$ cat src/tap_defines.svh
// Constants for the boundary-scan test access port
`ifndef TAP_DEFINES_SVH
`define TAP_DEFINES_SVH
`define IR_WIDTH        3
`define IR_CAPTURE      3'h1
`define OP_EXTEST       3'h0
`define OP_IDCODE       3'h1
`define OP_SAMPLE       3'h2
`define OP_CLAMP        3'h3
`define OP_HIGHZ        3'h4
`define OP_BYPASS       3'h7
`define ID_WIDTH        32
`define ID_REV_LSB      28
`define ID_PART_LSB     12
`define ID_MAKER_LSB    1
`define BSR_LEN         8
`endif

$ cat src/tap_pkg.sv
// Types for the boundary-scan test access port
package tap_pkg;
    typedef enum logic [3:0] {
        TEST_RESET, RUN_IDLE, SEL_DR, CAP_DR, SHIFT_DR, EXIT1_DR,
        PAUSE_DR, EXIT2_DR, UPD_DR, SEL_IR, CAP_IR, SHIFT_IR,
        EXIT1_IR, PAUSE_IR, EXIT2_IR, UPD_IR
    } tap_state_type;
    typedef struct packed {
        logic test_reset_n;
        logic test_clock;
        logic test_mode_select;
        logic test_data_in;
    } tap_pins_type;
    typedef struct packed {
        logic rise;
        logic fall;
        logic tms;
        logic tdi;
        logic trst_n;
    } tap_events_type;
endpackage

$ cat src/boundary_scan_tap.sv
// Boundary-scan test access port: controller, instruction and data regs
//
// Contract
// Controller advances on test clock rising edge
// Power-up: reset state, identification instruction
// Select-DR: low capture, high select-IR
// Capture-DR loads selected register, then branches
// Shift-DR shifts selected register toward output
// Exit1/Exit2-DR branch to update, pause, shift
// Pause states hold until mode select high
// Update-DR falling edge copies to latches
// Select-IR: low capture, high reset
// Capture-IR loads fixed value into stage
// Shift-IR shifts instruction stage only
// Exit-IR states go update when high
// Update-IR falling edge latches new instruction
// Three-bit instruction: shift stage plus latch
// Code 010 samples and preloads boundary
// Code 111 puts bypass bit in path
// Code 000 drives pins from boundary latches
// Code 011 clamps outputs, bypass in path
// Code 100 floats outputs, bypass in path
// Code 001 captures and shifts identification
// Reset state forces identification as current
// Identification layout: one, maker, part, revision
// Identification: 32-bit stage plus latched output
// Five high edges always reach reset
// Low test reset forces reset state
`timescale 1ns/100ps
`include "tap_defines.svh"
module boundary_scan_tap
#(
    parameter logic [3:0]  REVISION   = 4'h0,     // Arbitrary value
    parameter logic [15:0] PART_CODE  = 16'h0001, // Arbitrary value
    parameter logic [10:0] MAKER_CODE = 11'h001   // Arbitrary value
)
(
    // System clock and reset
    input  wire logic                    CLK_SYS,
    input  wire logic                    RESET_N,
    // Test access pins
    input  wire logic                    TEST_RESET_N,
    input  wire logic                    TEST_CLOCK,
    input  wire logic                    TEST_MODE_SELECT,
    input  wire logic                    TEST_DATA_IN,
    output logic                         TEST_DATA_OUT,
    output logic                         TEST_DATA_OUT_OE,
    // Boundary cells facing device pins
    input  wire logic [`BSR_LEN-1:0]     PIN_SAMPLE,
    output logic      [`BSR_LEN-1:0]     PIN_DRIVE,
    output logic                         PIN_TEST_MODE,
    output logic                         PIN_HIGHZ,
    // Status
    output logic      [`IR_WIDTH-1:0]    CURRENT_OP,
    output tap_pkg::tap_state_type       TAP_STATE
);
    import tap_pkg::*;

    localparam logic [`ID_WIDTH-1:0] ID_CODE =
        {REVISION, PART_CODE, MAKER_CODE, 1'b1};

    tap_pins_type                 pins;
    tap_events_type               ev;
    tap_state_type                state_q;
    tap_state_type                state_d;
    tap_state_type                step_next;
    logic [`IR_WIDTH-1:0]         ir_shift_q;
    logic [`IR_WIDTH-1:0]         ir_q;
    logic                         bypass_q;
    logic [`ID_WIDTH-1:0]         id_shift_q;
    logic [`ID_WIDTH-1:0]         id_latch_q;
    logic [`BSR_LEN-1:0]          bsr_shift_q;
    logic [`BSR_LEN-1:0]          bsr_latch_q;
    logic                         tdo_q;
    logic                         oe_q;
    logic                         drive_q;
    logic                         highz_q;

    assign pins = '{test_reset_n:     TEST_RESET_N,
                    test_clock:       TEST_CLOCK,
                    test_mode_select: TEST_MODE_SELECT,
                    test_data_in:     TEST_DATA_IN};

    tap_sync u_sync (
        .clk     (CLK_SYS),
        .reset_n (RESET_N),
        .pins    (pins),
        .events  (ev)
    );

    tap_next u_next (
        .state (state_q),
        .tms   (ev.tms),
        .next  (step_next)
    );

    // Instruction decode
    wire sel_bsr  = (ir_q == `OP_SAMPLE) || (ir_q == `OP_EXTEST);
    wire sel_id   = (ir_q == `OP_IDCODE);
    wire sel_byp  = !sel_bsr && !sel_id;
    wire in_reset = !ev.trst_n || (state_q == TEST_RESET);
    wire rise     = ev.rise && ev.trst_n;
    wire fall     = ev.fall && ev.trst_n;
    wire do_cap_dr = rise && (state_q == CAP_DR);
    wire do_sh_dr  = rise && (state_q == SHIFT_DR);
    wire do_cap_ir = rise && (state_q == CAP_IR);
    wire do_sh_ir  = rise && (state_q == SHIFT_IR);
    wire do_upd_dr = fall && (state_q == UPD_DR);
    wire do_upd_ir = fall && (state_q == UPD_IR);
    wire shifting  = (state_q == SHIFT_DR) || (state_q == SHIFT_IR);
    wire dr_out    = sel_bsr ? bsr_shift_q[0] :
                     sel_id  ? id_shift_q[0]  : bypass_q;
    wire tdo_d     = (state_q == SHIFT_IR) ? ir_shift_q[0] : dr_out;
    wire [`IR_WIDTH-1:0] ir_d = in_reset  ? `OP_IDCODE :
                                do_upd_ir ? ir_shift_q : ir_q;
    wire drive_d   = (ir_q == `OP_EXTEST) || (ir_q == `OP_CLAMP);
    wire highz_d   = (ir_q == `OP_HIGHZ);

    // Test reset pin overrides the controller
    always_comb begin
        state_d = state_q;
        if (!ev.trst_n)
            state_d = TEST_RESET;
        else if (ev.rise)
            state_d = step_next;
    end

    always_ff @(posedge CLK_SYS) begin
        if (!RESET_N) begin
            state_q <= TEST_RESET;
            ir_q    <= `OP_IDCODE;
        end else begin
            state_q <= state_d;
            ir_q    <= ir_d;
        end
    end

    always_ff @(posedge CLK_SYS) begin
        if (!RESET_N)
            ir_shift_q <= `IR_CAPTURE;
        else if (do_cap_ir)
            ir_shift_q <= `IR_CAPTURE;
        else if (do_sh_ir)
            ir_shift_q <= {ev.tdi, ir_shift_q[`IR_WIDTH-1:1]};
    end

    always_ff @(posedge CLK_SYS) begin
        if (!RESET_N)
            bypass_q <= 1'b0;
        else if (sel_byp && do_cap_dr)
            bypass_q <= 1'b0;
        else if (sel_byp && do_sh_dr)
            bypass_q <= ev.tdi;
    end

    always_ff @(posedge CLK_SYS) begin
        if (!RESET_N)
            id_shift_q <= 32'h0000_0000;
        else if (sel_id && do_cap_dr)
            id_shift_q <= ID_CODE;
        else if (sel_id && do_sh_dr)
            id_shift_q <= {ev.tdi, id_shift_q[`ID_WIDTH-1:1]};
    end

    always_ff @(posedge CLK_SYS) begin
        if (!RESET_N)
            id_latch_q <= 32'h0000_0000;
        else if (sel_id && do_upd_dr)
            id_latch_q <= id_shift_q;
    end

    always_ff @(posedge CLK_SYS) begin
        if (!RESET_N)
            bsr_shift_q <= 8'h00;
        else if (sel_bsr && do_cap_dr)
            bsr_shift_q <= PIN_SAMPLE;
        else if (sel_bsr && do_sh_dr)
            bsr_shift_q <= {ev.tdi, bsr_shift_q[`BSR_LEN-1:1]};
    end

    always_ff @(posedge CLK_SYS) begin
        if (!RESET_N)
            bsr_latch_q <= 8'h00;
        else if (sel_bsr && do_upd_dr)
            bsr_latch_q <= bsr_shift_q;
    end

    // Output changes on the test clock falling edge
    always_ff @(posedge CLK_SYS) begin
        if (!RESET_N) begin
            tdo_q <= 1'b0;
            oe_q  <= 1'b0;
        end else if (!ev.trst_n) begin
            oe_q  <= 1'b0;
        end else if (ev.fall) begin
            tdo_q <= tdo_d;
            oe_q  <= shifting;
        end
    end

    always_ff @(posedge CLK_SYS) begin
        if (!RESET_N) begin
            drive_q <= 1'b0;
            highz_q <= 1'b0;
        end else begin
            drive_q <= drive_d;
            highz_q <= highz_d;
        end
    end

    assign TEST_DATA_OUT    = tdo_q;
    assign TEST_DATA_OUT_OE = oe_q;
    assign PIN_DRIVE        = bsr_latch_q;
    assign PIN_TEST_MODE    = drive_q;
    assign PIN_HIGHZ        = highz_q;
    assign CURRENT_OP       = ir_q;
    assign TAP_STATE        = state_q;

    // Checks
    logic [2:0] high_cnt_q;
    always_ff @(posedge CLK_SYS) begin
        if (!RESET_N || !ev.trst_n)
            high_cnt_q <= 3'h0;
        else if (ev.rise)
            high_cnt_q <= ev.tms ? ((high_cnt_q == 3'h5) ? 3'h5 :
                                    high_cnt_q + 3'h1) : 3'h0;
    end

    a_five_high_reset: assert property (@(posedge CLK_SYS)
        disable iff (!RESET_N) high_cnt_q == 3'h5 |-> state_q == TEST_RESET)
        else $error("five high edges did not reach reset");
    a_trst_forces: assert property (@(posedge CLK_SYS)
        disable iff (!RESET_N) !ev.trst_n |=> state_q == TEST_RESET)
        else $error("test reset did not force reset state");
    a_state_on_rise: assert property (@(posedge CLK_SYS)
        disable iff (!RESET_N) (ev.trst_n && !ev.rise) |=> $stable(state_q))
        else $error("state changed without rising edge");
    a_reset_idcode: assert property (@(posedge CLK_SYS)
        disable iff (!RESET_N) state_q == TEST_RESET |=> ir_q == `OP_IDCODE)
        else $error("reset state without identification instruction");
    a_seldr_branch: assert property (@(posedge CLK_SYS)
        disable iff (!RESET_N) (rise && state_q == SEL_DR)
        |=> state_q == ($past(ev.tms) ? SEL_IR : CAP_DR))
        else $error("bad branch from select-dr");
    a_capir_value: assert property (@(posedge CLK_SYS)
        disable iff (!RESET_N) do_cap_ir |=> ir_shift_q == `IR_CAPTURE)
        else $error("capture-ir did not load fixed value");
    a_id_capture: assert property (@(posedge CLK_SYS)
        disable iff (!RESET_N) (sel_id && do_cap_dr) |=> id_shift_q == ID_CODE)
        else $error("identification not captured");
    a_ir_hold: assert property (@(posedge CLK_SYS)
        disable iff (!RESET_N) (state_q == SHIFT_IR && ev.trst_n)
        |=> $stable(ir_q))
        else $error("current instruction moved during shift-ir");
    a_update_ir: assert property (@(posedge CLK_SYS)
        disable iff (!RESET_N) do_upd_ir |=> ir_q == $past(ir_shift_q))
        else $error("update-ir did not latch instruction");
    a_bsr_latch: assert property (@(posedge CLK_SYS)
        disable iff (!RESET_N) (state_q != UPD_DR) |=> $stable(bsr_latch_q))
        else $error("boundary latch changed outside update-dr");
    a_pause_hold: assert property (@(posedge CLK_SYS)
        disable iff (!RESET_N) (state_q == PAUSE_DR) |=> $stable(id_shift_q))
        else $error("shift stage moved during pause");
    a_pause_ir_hold: assert property (@(posedge CLK_SYS)
        disable iff (!RESET_N) (state_q == PAUSE_IR && ev.trst_n)
        |=> $stable(ir_shift_q) && $stable(ir_q))
        else $error("instruction moved during pause-ir");
    a_seldr_hold: assert property (@(posedge CLK_SYS)
        disable iff (!RESET_N) (state_q == SEL_DR)
        |=> $stable(id_shift_q) && $stable(bsr_shift_q)
            && $stable(bypass_q))
        else $error("test register moved in select-dr");
    a_selir_hold: assert property (@(posedge CLK_SYS)
        disable iff (!RESET_N) (state_q == SEL_IR && ev.trst_n)
        |=> $stable(ir_q) && $stable(ir_shift_q))
        else $error("instruction moved in select-ir");
    a_id_shift_in: assert property (@(posedge CLK_SYS)
        disable iff (!RESET_N) (sel_id && do_sh_dr)
        |=> id_shift_q[`ID_WIDTH-1] == $past(ev.tdi))
        else $error("identification stage did not take input bit");
    a_bsr_shift_in: assert property (@(posedge CLK_SYS)
        disable iff (!RESET_N) (sel_bsr && do_sh_dr)
        |=> bsr_shift_q[`BSR_LEN-1] == $past(ev.tdi))
        else $error("boundary stage did not take input bit");
    a_ir_shift_in: assert property (@(posedge CLK_SYS)
        disable iff (!RESET_N) do_sh_ir
        |=> ir_shift_q[`IR_WIDTH-1] == $past(ev.tdi))
        else $error("instruction stage did not take input bit");
    a_exit1dr_branch: assert property (@(posedge CLK_SYS)
        disable iff (!RESET_N) (rise && state_q == EXIT1_DR)
        |=> state_q == ($past(ev.tms) ? UPD_DR : PAUSE_DR))
        else $error("bad branch from exit1-dr");
    a_exit2ir_branch: assert property (@(posedge CLK_SYS)
        disable iff (!RESET_N) (rise && state_q == EXIT2_IR)
        |=> state_q == ($past(ev.tms) ? UPD_IR : SHIFT_IR))
        else $error("bad branch from exit2-ir");
    a_id_latch: assert property (@(posedge CLK_SYS)
        disable iff (!RESET_N) (sel_id && do_upd_dr)
        |=> id_latch_q == $past(id_shift_q))
        else $error("identification latch not loaded");
    a_clamp_steady: assert property (@(posedge CLK_SYS)
        disable iff (!RESET_N) (ir_q == `OP_CLAMP) |=> $stable(bsr_latch_q))
        else $error("boundary latch moved under clamp");
    a_float_mode: assert property (@(posedge CLK_SYS)
        disable iff (!RESET_N) (ir_q == `OP_HIGHZ) |=> PIN_HIGHZ)
        else $error("outputs not floated");
    a_drive_mode: assert property (@(posedge CLK_SYS)
        disable iff (!RESET_N) (ir_q == `OP_EXTEST) |=> PIN_TEST_MODE)
        else $error("outputs not driven from boundary latch");
endmodule

$ cat src/tap_sync.sv
// Two-stage synchroniser and edge finder for the test pins
`timescale 1ns/100ps
module tap_sync
(
    // Clock and reset
    input  wire logic                   clk,
    input  wire logic                   reset_n,
    // Pins and events
    input  wire tap_pkg::tap_pins_type  pins,
    output tap_pkg::tap_events_type     events
);
    import tap_pkg::*;

    logic [3:0] meta_q;
    logic [3:0] sync_q;
    logic       clk_last_q;

    always_ff @(posedge clk) begin
        if (!reset_n) begin
            meta_q     <= 4'h9;
            sync_q     <= 4'h9;
            clk_last_q <= 1'b0;
        end else begin
            meta_q     <= pins;
            sync_q     <= meta_q;
            clk_last_q <= sync_q[2];
        end
    end

    assign events.trst_n = sync_q[3];
    assign events.rise   = sync_q[2] & ~clk_last_q;
    assign events.fall   = ~sync_q[2] & clk_last_q;
    assign events.tms    = sync_q[1];
    assign events.tdi    = sync_q[0];
endmodule

$ cat src/tap_next.sv
// Next-state table of the test access port controller
`timescale 1ns/100ps
module tap_next
(
    // State and select level
    input  tap_pkg::tap_state_type  state,
    input  wire logic               tms,
    // Next state
    output tap_pkg::tap_state_type  next
);
    import tap_pkg::*;

    always_comb begin
        next = state;
        unique case (state)
            TEST_RESET: next = tms ? TEST_RESET : RUN_IDLE;
            RUN_IDLE:   next = tms ? SEL_DR : RUN_IDLE;
            SEL_DR:     next = tms ? SEL_IR : CAP_DR;
            CAP_DR:     next = tms ? EXIT1_DR : SHIFT_DR;
            SHIFT_DR:   next = tms ? EXIT1_DR : SHIFT_DR;
            EXIT1_DR:   next = tms ? UPD_DR : PAUSE_DR;
            PAUSE_DR:   next = tms ? EXIT2_DR : PAUSE_DR;
            EXIT2_DR:   next = tms ? UPD_DR : SHIFT_DR;
            UPD_DR:     next = tms ? SEL_DR : RUN_IDLE;
            SEL_IR:     next = tms ? TEST_RESET : CAP_IR;
            CAP_IR:     next = tms ? EXIT1_IR : SHIFT_IR;
            SHIFT_IR:   next = tms ? EXIT1_IR : SHIFT_IR;
            EXIT1_IR:   next = tms ? UPD_IR : PAUSE_IR;
            PAUSE_IR:   next = tms ? EXIT2_IR : PAUSE_IR;
            EXIT2_IR:   next = tms ? UPD_IR : SHIFT_IR;
            UPD_IR:     next = tms ? SEL_DR : RUN_IDLE;
        endcase
    end
endmodule

$ cat config.mk
export PLATFORM = sky130hd
export DESIGN_NAME = boundary_scan_tap
export DESIGN_NICKNAME = d
export VERILOG_FILES = /design/src/tap_pkg.sv /design/src/boundary_scan_tap.sv /design/src/tap_sync.sv /design/src/tap_next.sv
export VERILOG_INCLUDE_DIRS = /design/src /design/src/src
export SDC_FILE = /design/constraint.sdc
export NUM_CORES = 1
export LEC_CHECK = 0
export BUFFER_PORTS_ARGS = -buffer_cell sky130_fd_sc_hd__buf_4
export CORE_MARGIN = 2
export CORE_UTILIZATION = 55
export CTS_CLUSTER_SIZE = 12
export DETAILED_ROUTE_END_ITERATION = 8
export PLACE_DENSITY = 0.76
export SLEW_MARGIN = 20
export SYNTH_ARGS = -nofsm -noshare
export SYNTH_HDL_FRONTEND = slang
export SYNTH_SLANG_ARGS = --single-unit
$ cat constraint.sdc
create_clock -name CLK_SYS -period 4.3 [get_ports CLK_SYS]
set_clock_uncertainty 0.05 [all_clocks]
set_input_delay 0.215 -clock CLK_SYS [delete_from_list [all_inputs] [get_ports CLK_SYS]]
set_output_delay 0.215 -clock CLK_SYS [all_outputs]
set_load 0.02 [all_outputs]
### Word level (Yosys, flattened, before mapping)

Index checks and enable logic that the tools add are counted.
W data, S select, Z words.

* input port bits: 14
* word-level logic and storage cells: 95
* flip-flop bits (word level): 72
* ROM bits: 0
* bits in latches: 0
* bits in writable memories: 0
* memories: 0

* $mul: 0
* shift operators: 0
* div/mod/pow operators: 0
* eq/ne operators: 19
* bitwise operators: 5
* reductions and logical operators: 36
* add/sub/neg operators: 0
* muxes and demuxes: 20
* order comparisons: 0

Operators with widths (count)
* $pmux W4 S12: 1
* $eq A4 B4 Y1 const B: 8
* $mux W13: 2
* $eq A4 B3 Y1 const B: 4
* $logic_and A1 B1 Y1: 16
* $mux W4: 4
* $mux W8: 2
* $reduce_or A2 Y1: 6
* $eq A4 B2 Y1 const B: 2
* $eq A3 B2 Y1 const B: 2
* $mux W1: 6
* $mux W2: 3
* $mux W3: 2
* $eq A4 B1 Y1 const B: 1
* $logic_not A4 Y1: 1
* $logic_or A1 B1 Y1: 4
* $reduce_and A2 Y1: 2
* $reduce_bool A2 Y1: 2
* $eq A3 B1 Y1 const B: 1
* $eq A3 B3 Y1 const B: 1
* $logic_not A1 Y1: 3
* $logic_not A3 Y1: 1
* $not A1 Y1: 3
* $reduce_or A3 Y1: 1
* $and A1 B1 Y1: 2

### Depth between registers and ports, before layout

* depth after elaboration: 7
* gate-level depth with buffers: 7
* depth with buffers taken out: 4

### Modules after synthesis

Synthesis repeated with hierarchy kept, for this count alone.

* cells, all modules: 313
* area total of the unflattened synthesis: 2952.8 µm²

By module, submodules not included
* boundary_scan_tap: times used 1, cells each 257, area an instance 2472.4 µm²
* tap_sync: times used 1, cells each 23, area an instance 271.5 µm²
* tap_next: times used 1, cells each 33, area an instance 209.0 µm²

### Worst setup path before layout

No wires, ideal clock.

* kind: reg-to-reg
* from: register ir_q[0] (netlist: CURRENT_OP[0])
* to: register id_shift_q[12]
* arrival time: 1.832 ns
* cell stages (with the launch flop): 7
* buffers on the path: 3
* data required time: 4.131 ns
* path slack: 2.300 ns
* path through: dfxtp_1 > buf_4 > or3b_4 > or3_1 > buf_2 > buf_6 > o221a_1

* longest elaborated chain between the ends: 3
* elaborated cells between the ends (all ways): 5
* those cells by class: eq/ne: 1; mux: 1; reduce/logical: 3

RTL lines
* start, declared: RTL line boundary_scan_tap.sv:68 `` logic [`IR_WIDTH-1:0] ir_q; ``
* start signal, assigned: RTL line boundary_scan_tap.sv:131 `` ir_q <= `OP_IDCODE; ``
* start signal, assigned: RTL line boundary_scan_tap.sv:134 `ir_q <= ir_d;`
* $eq A3 B1 Y1 (no source line) *
* $logic_and A1 B1 Y1 (on tied branches): RTL line boundary_scan_tap.sv:159, boundary_scan_tap.sv:161
* $mux W13 or $reduce_bool A2 Y1 (tied branches)
* end signal, assigned: RTL line boundary_scan_tap.sv:162 `` id_shift_q <= {ev.tdi, id_shift_q[`ID_WIDTH-1:1]}; ``
* end, declared: RTL line boundary_scan_tap.sv:70 `` logic [`ID_WIDTH-1:0] id_shift_q; ``

Every way passes the cells marked *; elsewhere a longest branch is shown, timed or not.
A chain may end at the register's enable or synchronous reset.

### Worst setup path in the final report

* from: register state_q[2] (netlist: TAP_STATE[2])
* to: register id_shift_q[1]

* longest elaborated chain between the ends: 4
* elaborated cells between the ends (all ways): 8
* those cells by class: eq/ne: 2; mux: 1; reduce/logical: 5

RTL lines
* start, declared: RTL line boundary_scan_tap.sv:64 `tap_state_type state_q;`
* start signal, assigned: RTL line boundary_scan_tap.sv:133 `state_q <= state_d;`
* $eq A4 B2 Y1 or $eq A4 B3 Y1 (tied branches): RTL line boundary_scan_tap.sv:104, boundary_scan_tap.sv:105
* $logic_and A1 B1 Y1 (on tied branches): RTL line boundary_scan_tap.sv:104, boundary_scan_tap.sv:105
* $logic_and A1 B1 Y1 (on tied branches): RTL line boundary_scan_tap.sv:159, boundary_scan_tap.sv:161
* $mux W13 or $reduce_bool A2 Y1 (tied branches)

Parallel ways exist; a longest one is shown, timed or not.

==> metrics.log <==
INFO  metric status = finished clean
INFO  metric critical_path.startpoint = TAP_STATE[2]$_SDFFE_PN0N_
INFO  metric wl_per_cell = ~12 um
INFO  metric worst_hold_startpoint = TEST_MODE_SELECT
INFO  metric htree_levels = 3
INFO  metric globalRoute.totalOverflow = 0
INFO  metric placed_cell_area = 0.003149 sq mm
INFO  metric stdcell_count = roughly 440
INFO  metric netlist_top_cells_count = 72 x dfxtp_1, 68 x nand2_1, 35 x a21oi_1
INFO  metric synth_fp_nets = roughly 350
INFO  metric totalWireLength = approximately 5400 um
INFO  metric chipWidth = between 70 and 80 um
INFO  metric drt_iter0_drc = roughly 140
INFO  metric post-route-min-period = 2.434 ns
INFO  metric post-cts-setup-buffers = 0
INFO  metric hold_violations = 0
INFO  metric whs = ~0.036 ns
INFO  metric synth_most_common_cell = dfxtp_1
INFO  metric clk_root_buffer_cell = clkbuf_8
INFO  metric avg_inst_size_synth = around 8.6 sq um
INFO  metric synth.lib_cells_used.distinct = 50
INFO  metric grt_setup_unrepaired = no
INFO  metric fp-row-count = 26
INFO  metric clockBufferDepth = 2
INFO  metric place.port_buffers = 32
INFO  metric final_non_filler_cell_area = 0.003364 sq mm
INFO  metric synth-seq-area-share = 0.4948
INFO  metric drive_gt1_frac = 0.1557
INFO  metric critPathArrivalTime = 2.62 ns
INFO  metric ios = 33
INFO  metric post_synthesis_instance_total = 337
INFO  metric antenna_violations_before_repair = 0
INFO  metric cap_viol_max_count = 0
INFO  metric regToRegStartpoint = TAP_STATE[2]$_SDFFE_PN0N_
INFO  metric cp_class = flop to flop
INFO  metric post-route-worst-setup-slack = approximately 1.9 ns
INFO  metric initial_core_utilization = 0.5703
INFO  metric maxSlewHeadroom = 0.3343
INFO  metric tightest_slew = 0.9985 ns
INFO  metric final_nets = roughly 380
INFO  metric hold_class = input pin to flop
INFO  metric dpl.hpwl = 3570 um
INFO  metric synth_enable_flop_cells = 0
INFO  metric clk_pin_slew = roughly 0.070 ns
INFO  metric setup_tns = 0 ns
INFO  metric maxSlewViolCount = 0
INFO  metric reg2reg_to = id_shift_q[1]$_SDFFE_PN0P_
INFO  metric die_area = 0.005894 sq mm
INFO  metric power.leakage = 1.230 nW
INFO  metric route.detailed.vias_per_inst = ~5.3
INFO  metric setup_violations = 0
INFO  metric vias_in_the_first_global_route = approximately 2000
INFO  metric total_power = 1.234 mW
INFO  metric power_per_unit_of_standard_cell_area = 366.7 mW/mm^2
INFO  metric regToRegSetupSlack = about 1.9 ns
INFO  metric dr.pass1.iters = 4
INFO  metric ys_warn_count = 0
INFO  metric drcViolationCount = 0
INFO  metric vdd.ir_drop.worst = around 0.00025 V
INFO  metric worst_hold_path.num_cells = 2
INFO  metric routed-via-count = roughly 2300
INFO  metric r2r.worst_path.cells = 3
INFO  metric critPathLaunchType = flop
INFO  metric gp_congestion = around 0.87
INFO  metric antenna_cells = 0
INFO  metric netlist.top_cell.by_area = dfxtp_1
INFO  metric holdPathEnd = u_sync.meta_q[1]$_SDFF_PN0_
INFO  metric critPathCaptureType = flop
INFO  metric clock_tree_from_tritoncts = built
INFO  metric post-place-cells = around 420
INFO  metric cts.sinks = 72
INFO  metric floorplan.die.height = approximately 77 um
INFO  metric async_flop_share = 0
INFO  metric synth.top_cell.area_share = 0.4948
INFO  metric clock_latency = approximately 0.34 ns
INFO  metric syn_area = just under 0.003 sq mm
INFO  metric grt_start_max_net_pins = 33
INFO  metric worstPathRequired = about 4.5 ns
INFO  metric drtAntennaViolNets = 0
INFO  metric synth_flop_cell = dfxtp_1
INFO  metric timing_limited_maximum_frequency = between 400 and 500 MHz
INFO  metric finalCritPeriodShare = 0.5661
INFO  metric detailedPlace.worstSlack = 1.861 ns
INFO  metric grt_use_total = 0.1902
INFO  metric synth_area_leaders = dfxtp_1 49%, nand2_1 8.8%, a21oi_1 6.0%
INFO  metric finish.utilization = 0.6587
INFO  metric placeableCoreArea = 0.005107 sq mm
INFO  metric worstPathMaxFanout = 32
INFO  metric grt_pass1_wl = ~9000 um
INFO  metric area_growth_syn_to_layout = 15.51%
INFO  metric synth.ff_latch_count = 72
INFO  metric cts_buffers = 9
-- report_power, final --
| part | leakage [nW] | internal [mW] | switching (mW) |
|---|---|---|---|
| clock network | 0.0929 | 0.270 | 0.249 |
| logic | 0.555 | 0.0188 | 0.0196 |
| registers | 0.582 | 0.671 | 0.00511 |
-- how the worst max path moves through the flow --
stage	slack, ns	end
final	1.87	id_shift_q[1]$_SDFFE_PN0P_
after global routing	1.67	id_shift_q[0]$_SDFFE_PN0P_
after CTS	1.86	id_shift_q[0]$_SDFFE_PN0P_
after detailed placement	1.86	id_shift_q[0]$_SDFFE_PN0P_
after global placement	1.89	id_shift_q[0]$_SDFFE_PN0P_
after floorplan	2.30	id_shift_q[12]$_SDFFE_PN0P_
-- flip-flops by register name (all words and copies together) (netlist names), 3 cells and up --
signal,flops
CURRENT_OP,3
PIN_DRIVE,8
TAP_STATE,4
bsr_shift_q,8
id_shift_q,32
ir_shift_q,3
u_sync.meta_q,4
u_sync.sync_q,4
-- layer usage --
layer  up-vias  track usage  part of all wire
met5         -            0                 0
met4         0       0.1036            0.0074
met3         4      0.04941             0.050
met2        43       0.2965              0.47
met1      1039       0.2401              0.47
li1       1209            -                 -
-- logic make-up (layout without fill, tap and decap cells) --
logic type | count (synthesis) | in the layout | synth area share
simple gates | 138 | 138 | 0.2345
compound gates | 79 | 79 | 0.1697
mux | 12 | 12 | 0.04124
xor+xnor | 2 | 2 | 0.006015
buf+inv | 34 | 63 | 0.05369
flops | 72 | 72 | 0.4948
-- layout make-up --
cell class | count | area (sq um)
fill | 428 | 1743
tap | 70 | 87.58
clock buffer | 10 | 127.6
inverter | 10 | 37.54
sequential | 72 | 1441
timing repair buffer | 37 | 282.8
clock inverter | 6 | 67.56
multi-input combinational | 231 | 1320
-- worst max-delay path, cell delays in order, from the launching register on --
cell and delay [ns]:
dfxtp_1 0.58, or3b_1 0.45, or3_1 0.78, o221a_2 0.45
-- cells in the final DEF, fill, tap and decap left out, drive strengths merged, types with 2 or more instances in the layout --
master,instances
a211o,2
a211oi,2
a21o,2
a21oi,35
a221oi,2
a31oi,3
and2,6
buf,35
clkbuf,10
clkinv,2
clkinvlp,2
dfxtp,72
dlygate4sd3,2
inv,11
mux2i,12
nand2,68
nand2b,9
nand4,2
nor2,13
nor2b,17
nor3,5
nor3b,2
o21ai,5
o221a,3
o22ai,16
o31ai,3
or3,3
or3b,2
xor2,2
-- repair_timing --
item                      CTS  global route
hold buffers                2             0
gates resized for setup     0             0
hold endpoints to repair    2             0
(Power assumes the default switching activity.)
